[src/hdl/rlstc_regs.svh]
/*
  Command codes, field positions, masks and reset values of the
  regulator loop, sequencing and tracking configuration block.
  Assumes it is included by its bare name; guarded against reuse.
*/
`ifndef RLSTC_REGS_SVH
`define RLSTC_REGS_SVH

`define RLSTC_CMD_DT_VALUE   8'hdd
`define RLSTC_CMD_GAP        8'hde
`define RLSTC_CMD_LOOP       8'hdf
`define RLSTC_CMD_ORDER      8'he0
`define RLSTC_CMD_FOLLOW     8'he1

`define RLSTC_GAP_MASK       16'hffff
`define RLSTC_LOOP_MASK      32'h01ffffff
`define RLSTC_ORDER_MASK     16'h9f9f
`define RLSTC_FOLLOW_MASK    8'h86

`define RLSTC_DT_VALUE_RST   16'h0000
`define RLSTC_GAP_RST        16'h0000
`define RLSTC_LOOP_RST       32'h00000000
`define RLSTC_ORDER_RST      16'h0000
`define RLSTC_FOLLOW_RST     8'h00

`define RLSTC_GAP_HL_MODE    15
`define RLSTC_GAP_HL_MIN     14:8
`define RLSTC_GAP_LH_MODE    7
`define RLSTC_GAP_LH_MIN     6:0
`define RLSTC_DT_HL          15:8
`define RLSTC_DT_LH          7:0
`define RLSTC_LOOP_BOOST     24
`define RLSTC_LOOP_RESID     23:16
`define RLSTC_LOOP_GAIN      15:0
`define RLSTC_ORD_PRE_EN     15
`define RLSTC_ORD_PRE_ID     12:8
`define RLSTC_ORD_SEQ_EN     7
`define RLSTC_ORD_SEQ_ID     4:0
`define RLSTC_FOL_EN         7
`define RLSTC_FOL_HALF       2
`define RLSTC_FOL_LIMIT      1

`define RLSTC_DT_MAX_RST     8'sh3c
`define RLSTC_DT_MIN_LO      7'sh7b
`define RLSTC_DT_MIN_HI      7'sh1c

`define RLSTC_LEN_BYTE       3'h1
`define RLSTC_LEN_WORD       3'h2
`define RLSTC_LEN_BLOCK      3'h5
`define RLSTC_BLOCK_COUNT    8'h04
`define RLSTC_BIT_LAST       4'h8

`endif

[src/hdl/rlstc_pkg.sv]
/*
  Types shared by the configuration block and its submodules.
  Assumes rlstc_regs.svh is on the include path.
*/
`include "rlstc_regs.svh"

package rlstc_pkg;

  typedef enum logic [2:0] {PM_IDLE, PM_RX, PM_RACK, PM_TX, PM_TACK} rlstc_pm_e;
  typedef enum logic [1:0] {SEQ_OFF, SEQ_WAIT_PRE, SEQ_ON, SEQ_OFF_DLY}
    rlstc_seq_e;

  function automatic logic rlstc_cmd_known(input logic [7:0] c);
    return c inside {`RLSTC_CMD_DT_VALUE, `RLSTC_CMD_GAP, `RLSTC_CMD_LOOP,
                     `RLSTC_CMD_ORDER, `RLSTC_CMD_FOLLOW};
  endfunction

endpackage

[src/hdl/rlstc_dt_chan.sv]
/*
  One dead-time channel: holds the adaptive maximum, clamps the
  adaptive request between minimum and maximum, or passes the fixed
  value when frozen. Assumes all inputs are on the same clock.
*/
`timescale 1ns/100ps
`include "rlstc_regs.svh"

module rlstc_dt_chan
  import rlstc_pkg::*;
(
  input  wire logic              clock,      // System clock
  input  wire logic              rst,        // Async reset, high
  input  wire logic              fixed_mode, // 1 freezes dead time
  input  wire logic        [6:0] min_code,   // Minimum, 2 ns steps
  input  wire logic signed [7:0] fixed_ns,   // Dead-time value, ns
  input  wire logic              max_load,   // Take fixed_ns as maximum
  input  wire logic signed [7:0] adapt_ns,   // Adaptive request, ns
  output logic signed      [7:0] dt_ns_q     // Dead time in use, ns
);

  logic signed [7:0] max_q;
  logic signed [6:0] min_c;
  logic signed [7:0] min_ns;
  logic signed [7:0] dt_d;

  always_comb begin
    min_c = min_code;
    if (min_c < `RLSTC_DT_MIN_LO) begin
      min_c = `RLSTC_DT_MIN_LO;
    end else if (min_c > `RLSTC_DT_MIN_HI) begin
      min_c = `RLSTC_DT_MIN_HI;
    end
    min_ns = {min_c, 1'b0};
    if (fixed_mode) begin
      dt_d = fixed_ns;
    end else if (adapt_ns < min_ns || max_q < min_ns) begin
      // Minimum wins over a lower adaptive maximum
      dt_d = min_ns;
    end else if (adapt_ns > max_q) begin
      dt_d = max_q;
    end else begin
      dt_d = adapt_ns;
    end
  end

  always_ff @(posedge clock or posedge rst) begin
    if (rst) begin
      max_q <= `RLSTC_DT_MAX_RST;
    end else if (max_load) begin
      max_q <= fixed_ns;
    end
  end

  always_ff @(posedge clock or posedge rst) begin
    if (rst) begin
      dt_ns_q <= 8'sh00;
    end else begin
      dt_ns_q <= dt_d;
    end
  end

endmodule

[src/hdl/rlstc_pmbus_slave.sv]
/*
  Byte engine of the PMBus target: start/stop detection, address
  match, command acknowledge, write strobes and read byte fetch.
  Assumes SCL is far slower than the clock; no clock stretching.
*/
`timescale 1ns/100ps
`include "rlstc_regs.svh"

module rlstc_pmbus_slave
  import rlstc_pkg::*;
#(
  parameter logic [6:0] DEV_ADDR = 7'h40
)(
  input  wire logic       clock,    // System clock
  input  wire logic       rst,      // Async reset, high
  input  wire logic       scl_i,    // PMBus clock pin
  input  wire logic       sda_i,    // PMBus data pin level
  output logic            sda_oe,   // Pull data low when high
  output logic            wr_stb,   // Byte received and acked
  output logic      [7:0] wr_data,  // Received byte
  output logic      [2:0] wr_idx,   // 0 is command, then data
  output logic      [2:0] rd_idx,   // Index of byte being fetched
  output logic            stop_stb, // Stop seen
  input  wire logic [7:0] rd_byte   // Byte to send for rd_idx
);

  logic [2:0] scl_s;
  logic [2:0] sda_s;
  logic       scl_rise;
  logic       scl_fall;
  logic       start_c;
  logic       stop_c;
  logic       ack_ok;
  logic [7:0] sh_q;
  logic [3:0] cnt_q;
  logic       first_q;
  logic       rw_q;
  rlstc_pm_e  state_q;

  always_ff @(posedge clock or posedge rst) begin
    if (rst) begin
      scl_s <= 3'h7;
      sda_s <= 3'h7;
    end else begin
      scl_s <= {scl_s[1:0], scl_i};
      sda_s <= {sda_s[1:0], sda_i};
    end
  end

  assign scl_rise = scl_s[1] & ~scl_s[2];
  assign scl_fall = ~scl_s[1] & scl_s[2];
  assign start_c  = scl_s[1] & scl_s[2] & sda_s[2] & ~sda_s[1];
  assign stop_c   = scl_s[1] & scl_s[2] & ~sda_s[2] & sda_s[1];
  assign ack_ok   = first_q ? (sh_q[7:1] == DEV_ADDR)
                            : ((wr_idx != 3'h0) || rlstc_cmd_known(sh_q));

  always_ff @(posedge clock or posedge rst) begin
    if (rst) begin
      state_q  <= PM_IDLE;
      sda_oe   <= 1'b0;
      wr_stb   <= 1'b0;
      wr_data  <= 8'h00;
      wr_idx   <= 3'h0;
      rd_idx   <= 3'h0;
      stop_stb <= 1'b0;
      sh_q     <= 8'h00;
      cnt_q    <= 4'h0;
      first_q  <= 1'b0;
      rw_q     <= 1'b0;
    end else begin
      wr_stb   <= 1'b0;
      stop_stb <= 1'b0;
      if (start_c) begin
        state_q <= PM_RX;
        sda_oe  <= 1'b0;
        cnt_q   <= 4'h0;
        first_q <= 1'b1;
        wr_idx  <= 3'h0;
        rd_idx  <= 3'h0;
      end else if (stop_c) begin
        state_q  <= PM_IDLE;
        sda_oe   <= 1'b0;
        stop_stb <= 1'b1;
      end else begin
        unique case (state_q)
          PM_IDLE: begin
          end
          PM_RX: begin
            if (scl_rise) begin
              sh_q  <= {sh_q[6:0], sda_s[1]};
              cnt_q <= cnt_q + 4'h1;
            end else if (scl_fall && cnt_q == `RLSTC_BIT_LAST) begin
              if (first_q) begin
                rw_q <= sh_q[0];
              end else begin
                wr_stb  <= ack_ok;
                wr_data <= sh_q;
              end
              sda_oe  <= ack_ok;
              state_q <= ack_ok ? PM_RACK : PM_IDLE;
            end
          end
          PM_RACK: begin
            if (scl_fall) begin
              first_q <= 1'b0;
              if (first_q && rw_q) begin
                state_q <= PM_TX;
                sda_oe  <= ~rd_byte[7];
                sh_q    <= {rd_byte[6:0], 1'b0};
                cnt_q   <= 4'h1;
                rd_idx  <= rd_idx + 3'h1;
              end else begin
                state_q <= PM_RX;
                sda_oe  <= 1'b0;
                cnt_q   <= 4'h0;
                if (!first_q && wr_idx != 3'h7) begin
                  wr_idx <= wr_idx + 3'h1;
                end
              end
            end
          end
          PM_TX: begin
            if (scl_fall) begin
              if (cnt_q == `RLSTC_BIT_LAST) begin
                sda_oe  <= 1'b0;
                state_q <= PM_TACK;
              end else begin
                sda_oe <= ~sh_q[7];
                sh_q   <= {sh_q[6:0], 1'b0};
                cnt_q  <= cnt_q + 4'h1;
              end
            end
          end
          PM_TACK: begin
            if (scl_rise && sda_s[1]) begin
              state_q <= PM_IDLE;
            end else if (scl_fall) begin
              state_q <= PM_TX;
              sda_oe  <= ~rd_byte[7];
              sh_q    <= {rd_byte[6:0], 1'b0};
              cnt_q   <= 4'h1;
              if (rd_idx != 3'h7) begin
                rd_idx <= rd_idx + 3'h1;
              end
            end
          end
        endcase
      end
    end
  end

endmodule

[src/hdl/rlstc_top.sv]
/*
  Dead-time, loop response, rail ordering and voltage follow
  configuration behind a PMBus target, with the rail sequencer.
  Assumes group bus events and the enable request are on this clock.
*/
`timescale 1ns/100ps
`include "rlstc_regs.svh"

module rlstc_top
  import rlstc_pkg::*;
#(
  parameter logic [6:0] DEV_ADDR = 7'h40
)(
  input  wire logic              clock,          // 125 MHz clock
  input  wire logic              rst,            // Async reset, high
  input  wire logic              pm_scl_i,       // PMBus clock pin
  input  wire logic              pm_sda_i,       // PMBus data pin level
  output logic                   pm_sda_o,       // Data drive level
  output logic                   pm_sda_oe,      // Data pulled low
  input  wire logic              enable_req,     // Pin or command on
  input  wire logic              gcb_evt_valid,  // Group bus event
  input  wire logic              gcb_evt_pg,     // 1 good, 0 down
  input  wire logic        [4:0] gcb_evt_id,     // Sender rail id
  input  wire logic       [15:0] off_delay_cyc,  // Turn-off delay
  input  wire logic signed [7:0] dt_adapt_hl,    // Adaptive H-L ns
  input  wire logic signed [7:0] dt_adapt_lh,    // Adaptive L-H ns
  output logic                   rail_on,        // Output enabled
  output logic signed      [7:0] dt_hl_ns,       // H-L dead time ns
  output logic signed      [7:0] dt_lh_ns,       // L-H dead time ns
  output logic                   loop_response_boost_en, // Boost on
  output logic            [15:0] loop_gain,      // Gain factor
  output logic             [7:0] loop_residual,  // Residual factor
  output logic                   follow_en,      // Tracking on
  output logic                   follow_half,    // 50% of pin
  output logic                   follow_limit_pin // Cap at pin
);

  logic        wr_stb;
  logic  [7:0] wr_data;
  logic  [2:0] wr_idx;
  logic  [2:0] rd_idx;
  logic        stop_stb;
  logic  [7:0] rd_byte;
  logic  [7:0] cmd_q;
  logic  [2:0] nbytes_q;
  logic  [7:0] wbuf_q [0:4];
  logic [15:0] dt_value_q;
  logic [15:0] gap_q;
  logic [31:0] loop_q;
  logic [15:0] order_q;
  logic  [7:0] follow_q;
  logic        prev_dd_q;
  logic        commit;
  logic        max_load;
  logic [15:0] wword;
  logic [31:0] wblock;
  logic        pre_pg_q;
  logic        seq_dn_q;
  logic        pre_en;
  logic        seq_en;
  logic        pre_ready;
  logic        off_trig;
  logic        pre_match;
  logic        seq_match;
  logic [15:0] dly_q;
  rlstc_seq_e  state_q;
  logic  [1:0] chan_fixed;
  logic  [6:0] chan_min   [0:1];
  logic  [7:0] chan_val   [0:1];
  logic  [7:0] chan_adapt [0:1];
  logic  [7:0] chan_out   [0:1];

  rlstc_pmbus_slave #(
    .DEV_ADDR (DEV_ADDR)
  ) u_pmbus (
    .clock    (clock),
    .rst      (rst),
    .scl_i    (pm_scl_i),
    .sda_i    (pm_sda_i),
    .sda_oe   (pm_sda_oe),
    .wr_stb   (wr_stb),
    .wr_data  (wr_data),
    .wr_idx   (wr_idx),
    .rd_idx   (rd_idx),
    .stop_stb (stop_stb),
    .rd_byte  (rd_byte)
  );

  // Open-drain pin: only ever pulled low
  assign pm_sda_o = 1'b0;

  // Command byte and write data collection
  always_ff @(posedge clock or posedge rst) begin
    if (rst) begin
      cmd_q    <= 8'h00;
      nbytes_q <= 3'h0;
      for (int i = 0; i < 5; i++) begin
        wbuf_q[i] <= 8'h00;
      end
    end else if (wr_stb) begin
      if (wr_idx == 3'h0) begin
        cmd_q    <= wr_data;
        nbytes_q <= 3'h0;
      end else begin
        nbytes_q <= wr_idx;
        if (wr_idx <= `RLSTC_LEN_BLOCK) begin
          wbuf_q[wr_idx - 3'h1] <= wr_data;
        end
      end
    end else if (stop_stb) begin
      // A later stop must not apply this write again
      nbytes_q <= 3'h0;
    end
  end

  assign wword  = {wbuf_q[1], wbuf_q[0]};
  assign wblock = {wbuf_q[4], wbuf_q[3], wbuf_q[2], wbuf_q[1]};

  always_comb begin
    commit = 1'b0;
    if (stop_stb) begin
      unique case (cmd_q)
        `RLSTC_CMD_DT_VALUE, `RLSTC_CMD_GAP, `RLSTC_CMD_ORDER:
          commit = nbytes_q == `RLSTC_LEN_WORD;
        `RLSTC_CMD_LOOP:
          commit = nbytes_q == `RLSTC_LEN_BLOCK &&
                   wbuf_q[0] == `RLSTC_BLOCK_COUNT;
        `RLSTC_CMD_FOLLOW:
          commit = nbytes_q == `RLSTC_LEN_BYTE;
        default:
          commit = 1'b0;
      endcase
    end
  end

  assign max_load = commit && cmd_q == `RLSTC_CMD_GAP && prev_dd_q;

  always_ff @(posedge clock or posedge rst) begin
    if (rst) begin
      dt_value_q <= `RLSTC_DT_VALUE_RST;
      gap_q      <= `RLSTC_GAP_RST;
      loop_q     <= `RLSTC_LOOP_RST;
      order_q    <= `RLSTC_ORDER_RST;
      follow_q   <= `RLSTC_FOLLOW_RST;
      prev_dd_q  <= 1'b0;
    end else if (commit) begin
      prev_dd_q <= cmd_q == `RLSTC_CMD_DT_VALUE;
      unique case (cmd_q)
        `RLSTC_CMD_DT_VALUE: dt_value_q <= wword;
        `RLSTC_CMD_GAP:      gap_q      <= wword & `RLSTC_GAP_MASK;
        `RLSTC_CMD_LOOP:     loop_q     <= wblock & `RLSTC_LOOP_MASK;
        `RLSTC_CMD_ORDER:    order_q    <= wword & `RLSTC_ORDER_MASK;
        `RLSTC_CMD_FOLLOW:   follow_q   <= wbuf_q[0] & `RLSTC_FOLLOW_MASK;
        default:             prev_dd_q  <= 1'b0;
      endcase
    end
  end

  // Read data, least significant byte first; block opens with count
  always_comb begin
    rd_byte = 8'h00;
    unique case (cmd_q)
      `RLSTC_CMD_DT_VALUE:
        rd_byte = rd_idx[0] ? dt_value_q[15:8] : dt_value_q[7:0];
      `RLSTC_CMD_GAP:
        rd_byte = rd_idx[0] ? gap_q[15:8] : gap_q[7:0];
      `RLSTC_CMD_ORDER:
        rd_byte = rd_idx[0] ? order_q[15:8] : order_q[7:0];
      `RLSTC_CMD_FOLLOW:
        rd_byte = follow_q;
      `RLSTC_CMD_LOOP: begin
        unique case (rd_idx)
          3'h0:    rd_byte = `RLSTC_BLOCK_COUNT;
          3'h1:    rd_byte = loop_q[7:0];
          3'h2:    rd_byte = loop_q[15:8];
          3'h3:    rd_byte = loop_q[23:16];
          3'h4:    rd_byte = loop_q[31:24];
          default: rd_byte = 8'h00;
        endcase
      end
      default:
        rd_byte = 8'h00;
    endcase
  end

  // Dead-time channels: index 0 is H-L, index 1 is L-H
  assign chan_fixed    = {gap_q[`RLSTC_GAP_LH_MODE],
                          gap_q[`RLSTC_GAP_HL_MODE]};
  assign chan_min[0]   = gap_q[`RLSTC_GAP_HL_MIN];
  assign chan_min[1]   = gap_q[`RLSTC_GAP_LH_MIN];
  assign chan_val[0]   = dt_value_q[`RLSTC_DT_HL];
  assign chan_val[1]   = dt_value_q[`RLSTC_DT_LH];
  assign chan_adapt[0] = dt_adapt_hl;
  assign chan_adapt[1] = dt_adapt_lh;
  assign dt_hl_ns      = chan_out[0];
  assign dt_lh_ns      = chan_out[1];

  for (genvar g = 0; g < 2; g++) begin : g_chan
    rlstc_dt_chan u_chan (
      .clock      (clock),
      .rst        (rst),
      .fixed_mode (chan_fixed[g]),
      .min_code   (chan_min[g]),
      .fixed_ns   (chan_val[g]),
      .max_load   (max_load),
      .adapt_ns   (chan_adapt[g]),
      .dt_ns_q    (chan_out[g])
    );
  end

  assign loop_response_boost_en = loop_q[`RLSTC_LOOP_BOOST];
  assign loop_gain              = loop_q[`RLSTC_LOOP_GAIN];
  assign loop_residual          = loop_q[`RLSTC_LOOP_RESID];
  assign follow_en              = follow_q[`RLSTC_FOL_EN];
  assign follow_half            = follow_q[`RLSTC_FOL_HALF];
  assign follow_limit_pin       = follow_q[`RLSTC_FOL_LIMIT];

  // Rail sequencing on group bus events
  assign pre_en    = order_q[`RLSTC_ORD_PRE_EN];
  assign seq_en    = order_q[`RLSTC_ORD_SEQ_EN];
  assign pre_match = gcb_evt_valid &&
                     gcb_evt_id == order_q[`RLSTC_ORD_PRE_ID];
  assign seq_match = gcb_evt_valid &&
                     gcb_evt_id == order_q[`RLSTC_ORD_SEQ_ID];
  assign pre_ready = !pre_en || pre_pg_q;
  assign off_trig  = seq_en ? seq_dn_q : !enable_req;

  always_ff @(posedge clock or posedge rst) begin
    if (rst) begin
      pre_pg_q <= 1'b0;
    end else if (pre_match) begin
      pre_pg_q <= gcb_evt_pg;
    end
  end

  // A matching event in the clearing cycle wins
  always_ff @(posedge clock or posedge rst) begin
    if (rst) begin
      seq_dn_q <= 1'b0;
    end else if (seq_match) begin
      seq_dn_q <= !gcb_evt_pg;
    end else if (state_q == SEQ_OFF) begin
      seq_dn_q <= 1'b0;
    end
  end

  always_ff @(posedge clock or posedge rst) begin
    if (rst) begin
      state_q <= SEQ_OFF;
      dly_q   <= 16'h0000;
      rail_on <= 1'b0;
    end else begin
      unique case (state_q)
        SEQ_OFF, SEQ_WAIT_PRE: begin
          if (!enable_req) begin
            state_q <= SEQ_OFF;
          end else if (pre_ready) begin
            state_q <= SEQ_ON;
            rail_on <= 1'b1;
          end else begin
            state_q <= SEQ_WAIT_PRE;
          end
        end
        SEQ_ON: begin
          if (off_trig) begin
            state_q <= SEQ_OFF_DLY;
            dly_q   <= off_delay_cyc;
          end
        end
        SEQ_OFF_DLY: begin
          if (dly_q == 16'h0000) begin
            state_q <= SEQ_OFF;
            rail_on <= 1'b0;
          end else begin
            dly_q <= dly_q - 16'h0001;
          end
        end
      endcase
    end
  end
endmodule
[config.mk]
export PLATFORM = sky130hd
export DESIGN_NAME = rlstc_top
export DESIGN_NICKNAME = d
export VERILOG_FILES = /design/src/hdl/rlstc_pkg.sv /design/src/hdl/rlstc_dt_chan.sv /design/src/hdl/rlstc_pmbus_slave.sv /design/src/hdl/rlstc_top.sv
export VERILOG_INCLUDE_DIRS = /design/src /design/src/hdl
export SDC_FILE = /design/constraint.sdc
export NUM_CORES = 1
export LEC_CHECK = 0
export BUFFER_PORTS_ARGS = -buffer_cell sky130_fd_sc_hd__buf_2
export CAP_MARGIN = 20
export CORE_MARGIN = 2
export CORE_UTILIZATION = 60
export CTS_CLUSTER_DIAMETER = 50
export DETAILED_ROUTE_END_ITERATION = 10
export HOLD_SLACK_MARGIN = 0.1
export PLACE_DENSITY_LB_ADDON = 0.25
export REMOVE_ABC_BUFFERS = 1
export SLEW_MARGIN = 0
export SYNTH_ARGS = -nofsm -noshare
export SYNTH_HDL_FRONTEND = slang
export SYNTH_SLANG_ARGS = --single-unit
export TNS_END_PERCENT = 50
[constraint.sdc]
create_clock -name clock -period 8.45 [get_ports clock]
set_clock_uncertainty 0.15 [all_clocks]
set_input_delay 0 -clock clock [delete_from_list [all_inputs] [get_ports clock]]
set_output_delay 0 -clock clock [all_outputs]
set_load 0.05 [all_outputs]
==> summary.md <==
| Metric | Value |
|---|---|
| # clock sinks | `between 200 and 250` |
| PortBufs | `89` |
| Syn_area_per_cell | `10.7 um^2` |
| Clock buffers created by TritonCTS | `25` |
| Max-Cap Viols | `0` |
| Detailed-route vias per instance | `6.42` |
| Post-synth top flop | `sky130_fd_sc_hd__dfrtp_1` |
| Portion of synthesized cell area occupied by the leading cell type | `42.9%` |
| First-pass DRT Iterations | `7` |
| Clock Tree Root | `sky130_fd_sc_hd__clkbuf_16` |
| Area growth, synth to finish | `16.2%` |
| Largest stage delay on the critical path | `0.91 ns` |
| Aggregate global routing overflow | `0` |
| Crit path required time | `8.72 ns` |
| Kind of critical path | `flop to flop` |
| Via count of the routed design | `roughly 9200` |
| RSZ-0062 raised after global routing | `false` |
| CTS tree | `done` |
| Crit-path cells | `clkinv_1 > ha_1 > nor2b_1 > a222oi_1 > o221ai_1 > mux2_2 > mux2_2` |
| Worst-path cell with the longest stage delay | `sky130_fd_sc_hd__dfrtp_1` |
| Endpoint type of the worst setup path | `flop` |
| Remaining DRCs | `0` |
| Final worst-path cycle share | `39.3%` |
| Tightest Pin Transition | `1.07 ns` |
| Count of antenna-violating nets left after detailed routing | `0` |
| Leakage component of the power | `6.13 nW` |
| Cells taking the most area after synthesis | `sky130_fd_sc_hd__dfrtp_1 43%, sky130_fd_sc_hd__mux2_2 13%, sky130_fd_sc_hd__ha_1 4.6%, sky130_fd_sc_hd__dfstp_2 3.2%, sky130_fd_sc_hd__o21ai_0 2.7%` |
| Number of enable-type register cells in the synthesized netlist | `0` |
| CTS max path bufs | `3` |
| Top-level I/O count | `between 90 and 100` |
| Number of hold violations in the final report | `0` |
| Storage element area | `5270 um^2` |
| Final HPWL DP | `20100 um` |
| Biggest fanout along the worst timing path | `21` |
| Minimum clock period after layout | `3.32 ns` |
| Max-slew headroom at the worst pin | `28.3%` |
| Layout cell share with drive strength beyond 1 | `25.6%` |
| Power density normalized to cell area | `229 nW/um^2` |
| Global router's overall resource usage | `between 20% and 30%` |
| H-tree levels | `1` |
| Final setup violating endpoints | `0` |
| Width of the die | `between 100 and 150 um` |
| Gp weighted congestion | `0.937` |
| Largest net degree at the start of global routing | `136` |
| Synth top cells by count | `196 x sky130_fd_sc_hd__dfrtp_1, 129 x sky130_fd_sc_hd__mux2_2, 63 x sky130_fd_sc_hd__nand2_1, 61 x sky130_fd_sc_hd__o21ai_0, 56 x sky130_fd_sc_hd__inv_1` |
| Area of the placeable core | `18700 um^2` |
| Detail-routed net length per standard cell | `20.4 um` |
| 1st-iter DRT viols | `approximately 850` |
| Post-synthesis instance area | `11400 um^2` |
| Most frequent cell after synthesis | `sky130_fd_sc_hd__dfrtp_1` |
| Total Neg Setup Slack | `0 ns` |
| Non-Filler Instances | `1433` |
| Leading area contributor after synthesis | `sky130_fd_sc_hd__dfrtp_1` |
| Max IR drop VDD | `~0.00023 V` |
| Global-route wire length before repair | `46900 um` |
| Via count of the first global-routing pass | `8763` |
| Classification of the worst-slack hold path | `primary input to asynchronous set/reset pin` |
| Mapped Cells | `between 1000 and 1500` |
| Count of nets after finishing | `1267` |
| Diodes inserted | `0` |
| Source-to-sink clock delay at the later pin of the worst-skew pair | `0.54 ns` |
| Setup Buffers After CTS | `0` |
| Placed cell count | `about 1300` |
| Fill cell count | `1356` |
| Area of the multi-input gates | `5730 um^2` |
| Number of storage elements in the synthesis netlist | `210` |
| Proportion of synthesized flip-flops having asynchronous set or reset | `100%` |
| CP Launch Type | `flop` |
| Max-slew violation count | `0` |
| Number of different library cells in the post-synthesis netlist | `82` |
| Initial antenna violation count | `0` |
| Initial Utilization | `about three fifths` |
| Clock-pin transition on the worst setup and hold timing paths | `0.06 ns` |
| Result of the run | `finished, final reports clean` |
| Part of the Yosys area used for sequential elements | `a little under half` |
| Die height | `142 um` |
| Die footprint | `20200 um^2` |
| Cell repeated most along the worst path | `sky130_fd_sc_hd__mux2_2` |
| Ys Warns | `0` |
| Timing-limited maximum frequency | `301 MHz` |
| WP data arrival | `3.59 ns` |
| Detailed-route wire length | `around 29000 um` |
| Core Rows | `50` |
==> metrics by stage <==
| step | utilization (%) | setup slack (ns) | hold slack (ns) | total power [mW] | area (um^2) |
|---|---|---|---|---|---|
| 2_1_floorplan | - | 2.59 | -0.146 | 1.72 | 11200 |
| 3_3_place_gp | 64.1 | 5.30 | -0.0451 | 1.89 | 12000 |
| 3_5_place_dp | 64.1 | 5.24 | -0.0433 | 1.91 | 12000 |
| 4_1_cts | 70.9 | 5.21 | 0.106 | 3.03 | 13300 |
| 5_1_grt | 71.0 | 4.97 | 0.109 | 3.18 | 13300 |
| 6_report | 71.0 | 5.13 | 0.0645 | 3.04 | 13300 |
==> final cells by class <==
type / instances / share of cell area [%]
Inverter: 57 / 1.67
Sequential cell: 210 / 39.7
Timing Repair Buffer: 138 / 6.95
Clock buffer: 30 / 5.00
Clock inverter: 15 / 1.35
Multi-Input combinational cell: 749 / 43.1
Tap cell: 234 / 2.20
==> critical path: cells and delay by family (launching register included) <==
family                     cells  cell delay (ns)
DFF                            1             0.91
buffers and inverters          1             0.49
muxes                          2             0.55
adders and majority gates      1             0.37
and+or+nand+nor                1             0.23
AOI/OAI and AO/OA              2             0.51
==> cells in the final DEF, fill, tap and decap left out, types with 9 or more instances in the layout <==
| cell type | n |
|---|---|
| sky130_fd_sc_hd__nand3_1 | 31 |
| sky130_fd_sc_hd__nor4_1 | 11 |
| sky130_fd_sc_hd__nand4_1 | 13 |
| sky130_fd_sc_hd__a21oi_1 | 46 |
| sky130_fd_sc_hd__or3_1 | 12 |
| sky130_fd_sc_hd__inv_1 | 55 |
| sky130_fd_sc_hd__mux2_2 | 129 |
| sky130_fd_sc_hd__o211ai_1 | 16 |
| sky130_fd_sc_hd__nor2b_1 | 18 |
| sky130_fd_sc_hd__dfrtp_1 | 196 |
| sky130_fd_sc_hd__xor2_1 | 10 |
| sky130_fd_sc_hd__o31ai_1 | 9 |
| sky130_fd_sc_hd__ha_1 | 42 |
| sky130_fd_sc_hd__mux2i_1 | 15 |
| sky130_fd_sc_hd__nand2_1 | 63 |
| sky130_fd_sc_hd__nor3_1 | 24 |
| sky130_fd_sc_hd__dlygate4sd3_1 | 44 |
| sky130_fd_sc_hd__dfstp_2 | 14 |
| sky130_fd_sc_hd__buf_2 | 89 |
| sky130_fd_sc_hd__o21ai_0 | 61 |
| sky130_fd_sc_hd__clkbuf_16 | 25 |
| sky130_fd_sc_hd__o2111ai_1 | 14 |
| sky130_fd_sc_hd__nand2b_1 | 17 |
| sky130_fd_sc_hd__a221oi_1 | 18 |
| sky130_fd_sc_hd__a22oi_1 | 11 |
| sky130_fd_sc_hd__nor2_1 | 48 |
==> power by group <==
group / switching, mW / internal (mW) / leakage [nW] / total, mW
logic: 0.393 / 0.267 / 2.94 / 0.660
registers: 0.161 / 1.12 / 2.79 / 1.28
clock network: 0.443 / 0.658 / 0.408 / 1.10
total: 0.996 / 2.04 / 6.13 / 3.04
==> worst paths after layout <==
kind / slack (ns) / depth (start not counted) / from / end
worst min-delay path: 0.06 / 3 / rst / u_pmbus.wr_stb
worst max-delay path: 5.13 / 7 / u_pmbus.rd_idx[0] / u_pmbus.sh_q[5]
max in group asynchronous: 6.60 / 4 / rst / wblock[6]
worst max register to register: 5.13 / 7 / u_pmbus.rd_idx[0] / u_pmbus.sh_q[5]
min in group clock: 0.11 / 3 / gcb_evt_pg / pre_pg_q
worst min register to register: 0.20 / 0 / u_pmbus.scl_s[0] / u_pmbus.scl_s[1]
==> state kept, by name, summed over array words and instances (netlist names), 4 cells and up <==
signal	flops
u_pmbus.sh_q	8
loop_q	25
cmd_q	8
dly_q	16
u_pmbus.cnt_q	4
u_pmbus.wr_data	8
wbuf_q	8
chan_val	16
g_chan.u_chan.max_q	16
wblock	25
g_chan.u_chan.dt_ns_q	16
order_q	12
gap_q	16
==> cells by family after synthesis <==
group | synth area share, %
buffers and inverters | 3.77
and+or+nand+nor | 11.9
adders and majority gates | 5.12
xor gates and xnor gates | 1.23
AOI/OAI and AO/OA | 16.8
DFF | 46.1
other | 0.0328
muxes | 15.1
==> per-layer routing <==
metal / global-route usage (%) / wire length (um)
met5: 0 / 0
met4: 9.89 / 1080
met3: 3.36 / 1740
met2: 48.4 / 14200
met1: 40.0 / 12300
==> what timing repair did <==
item	in CTS	in global routing
hold buffers	44	0
gates resized for setup	0	0
hold endpoints to repair	173	0
Power figures use the tool's default switching activity.
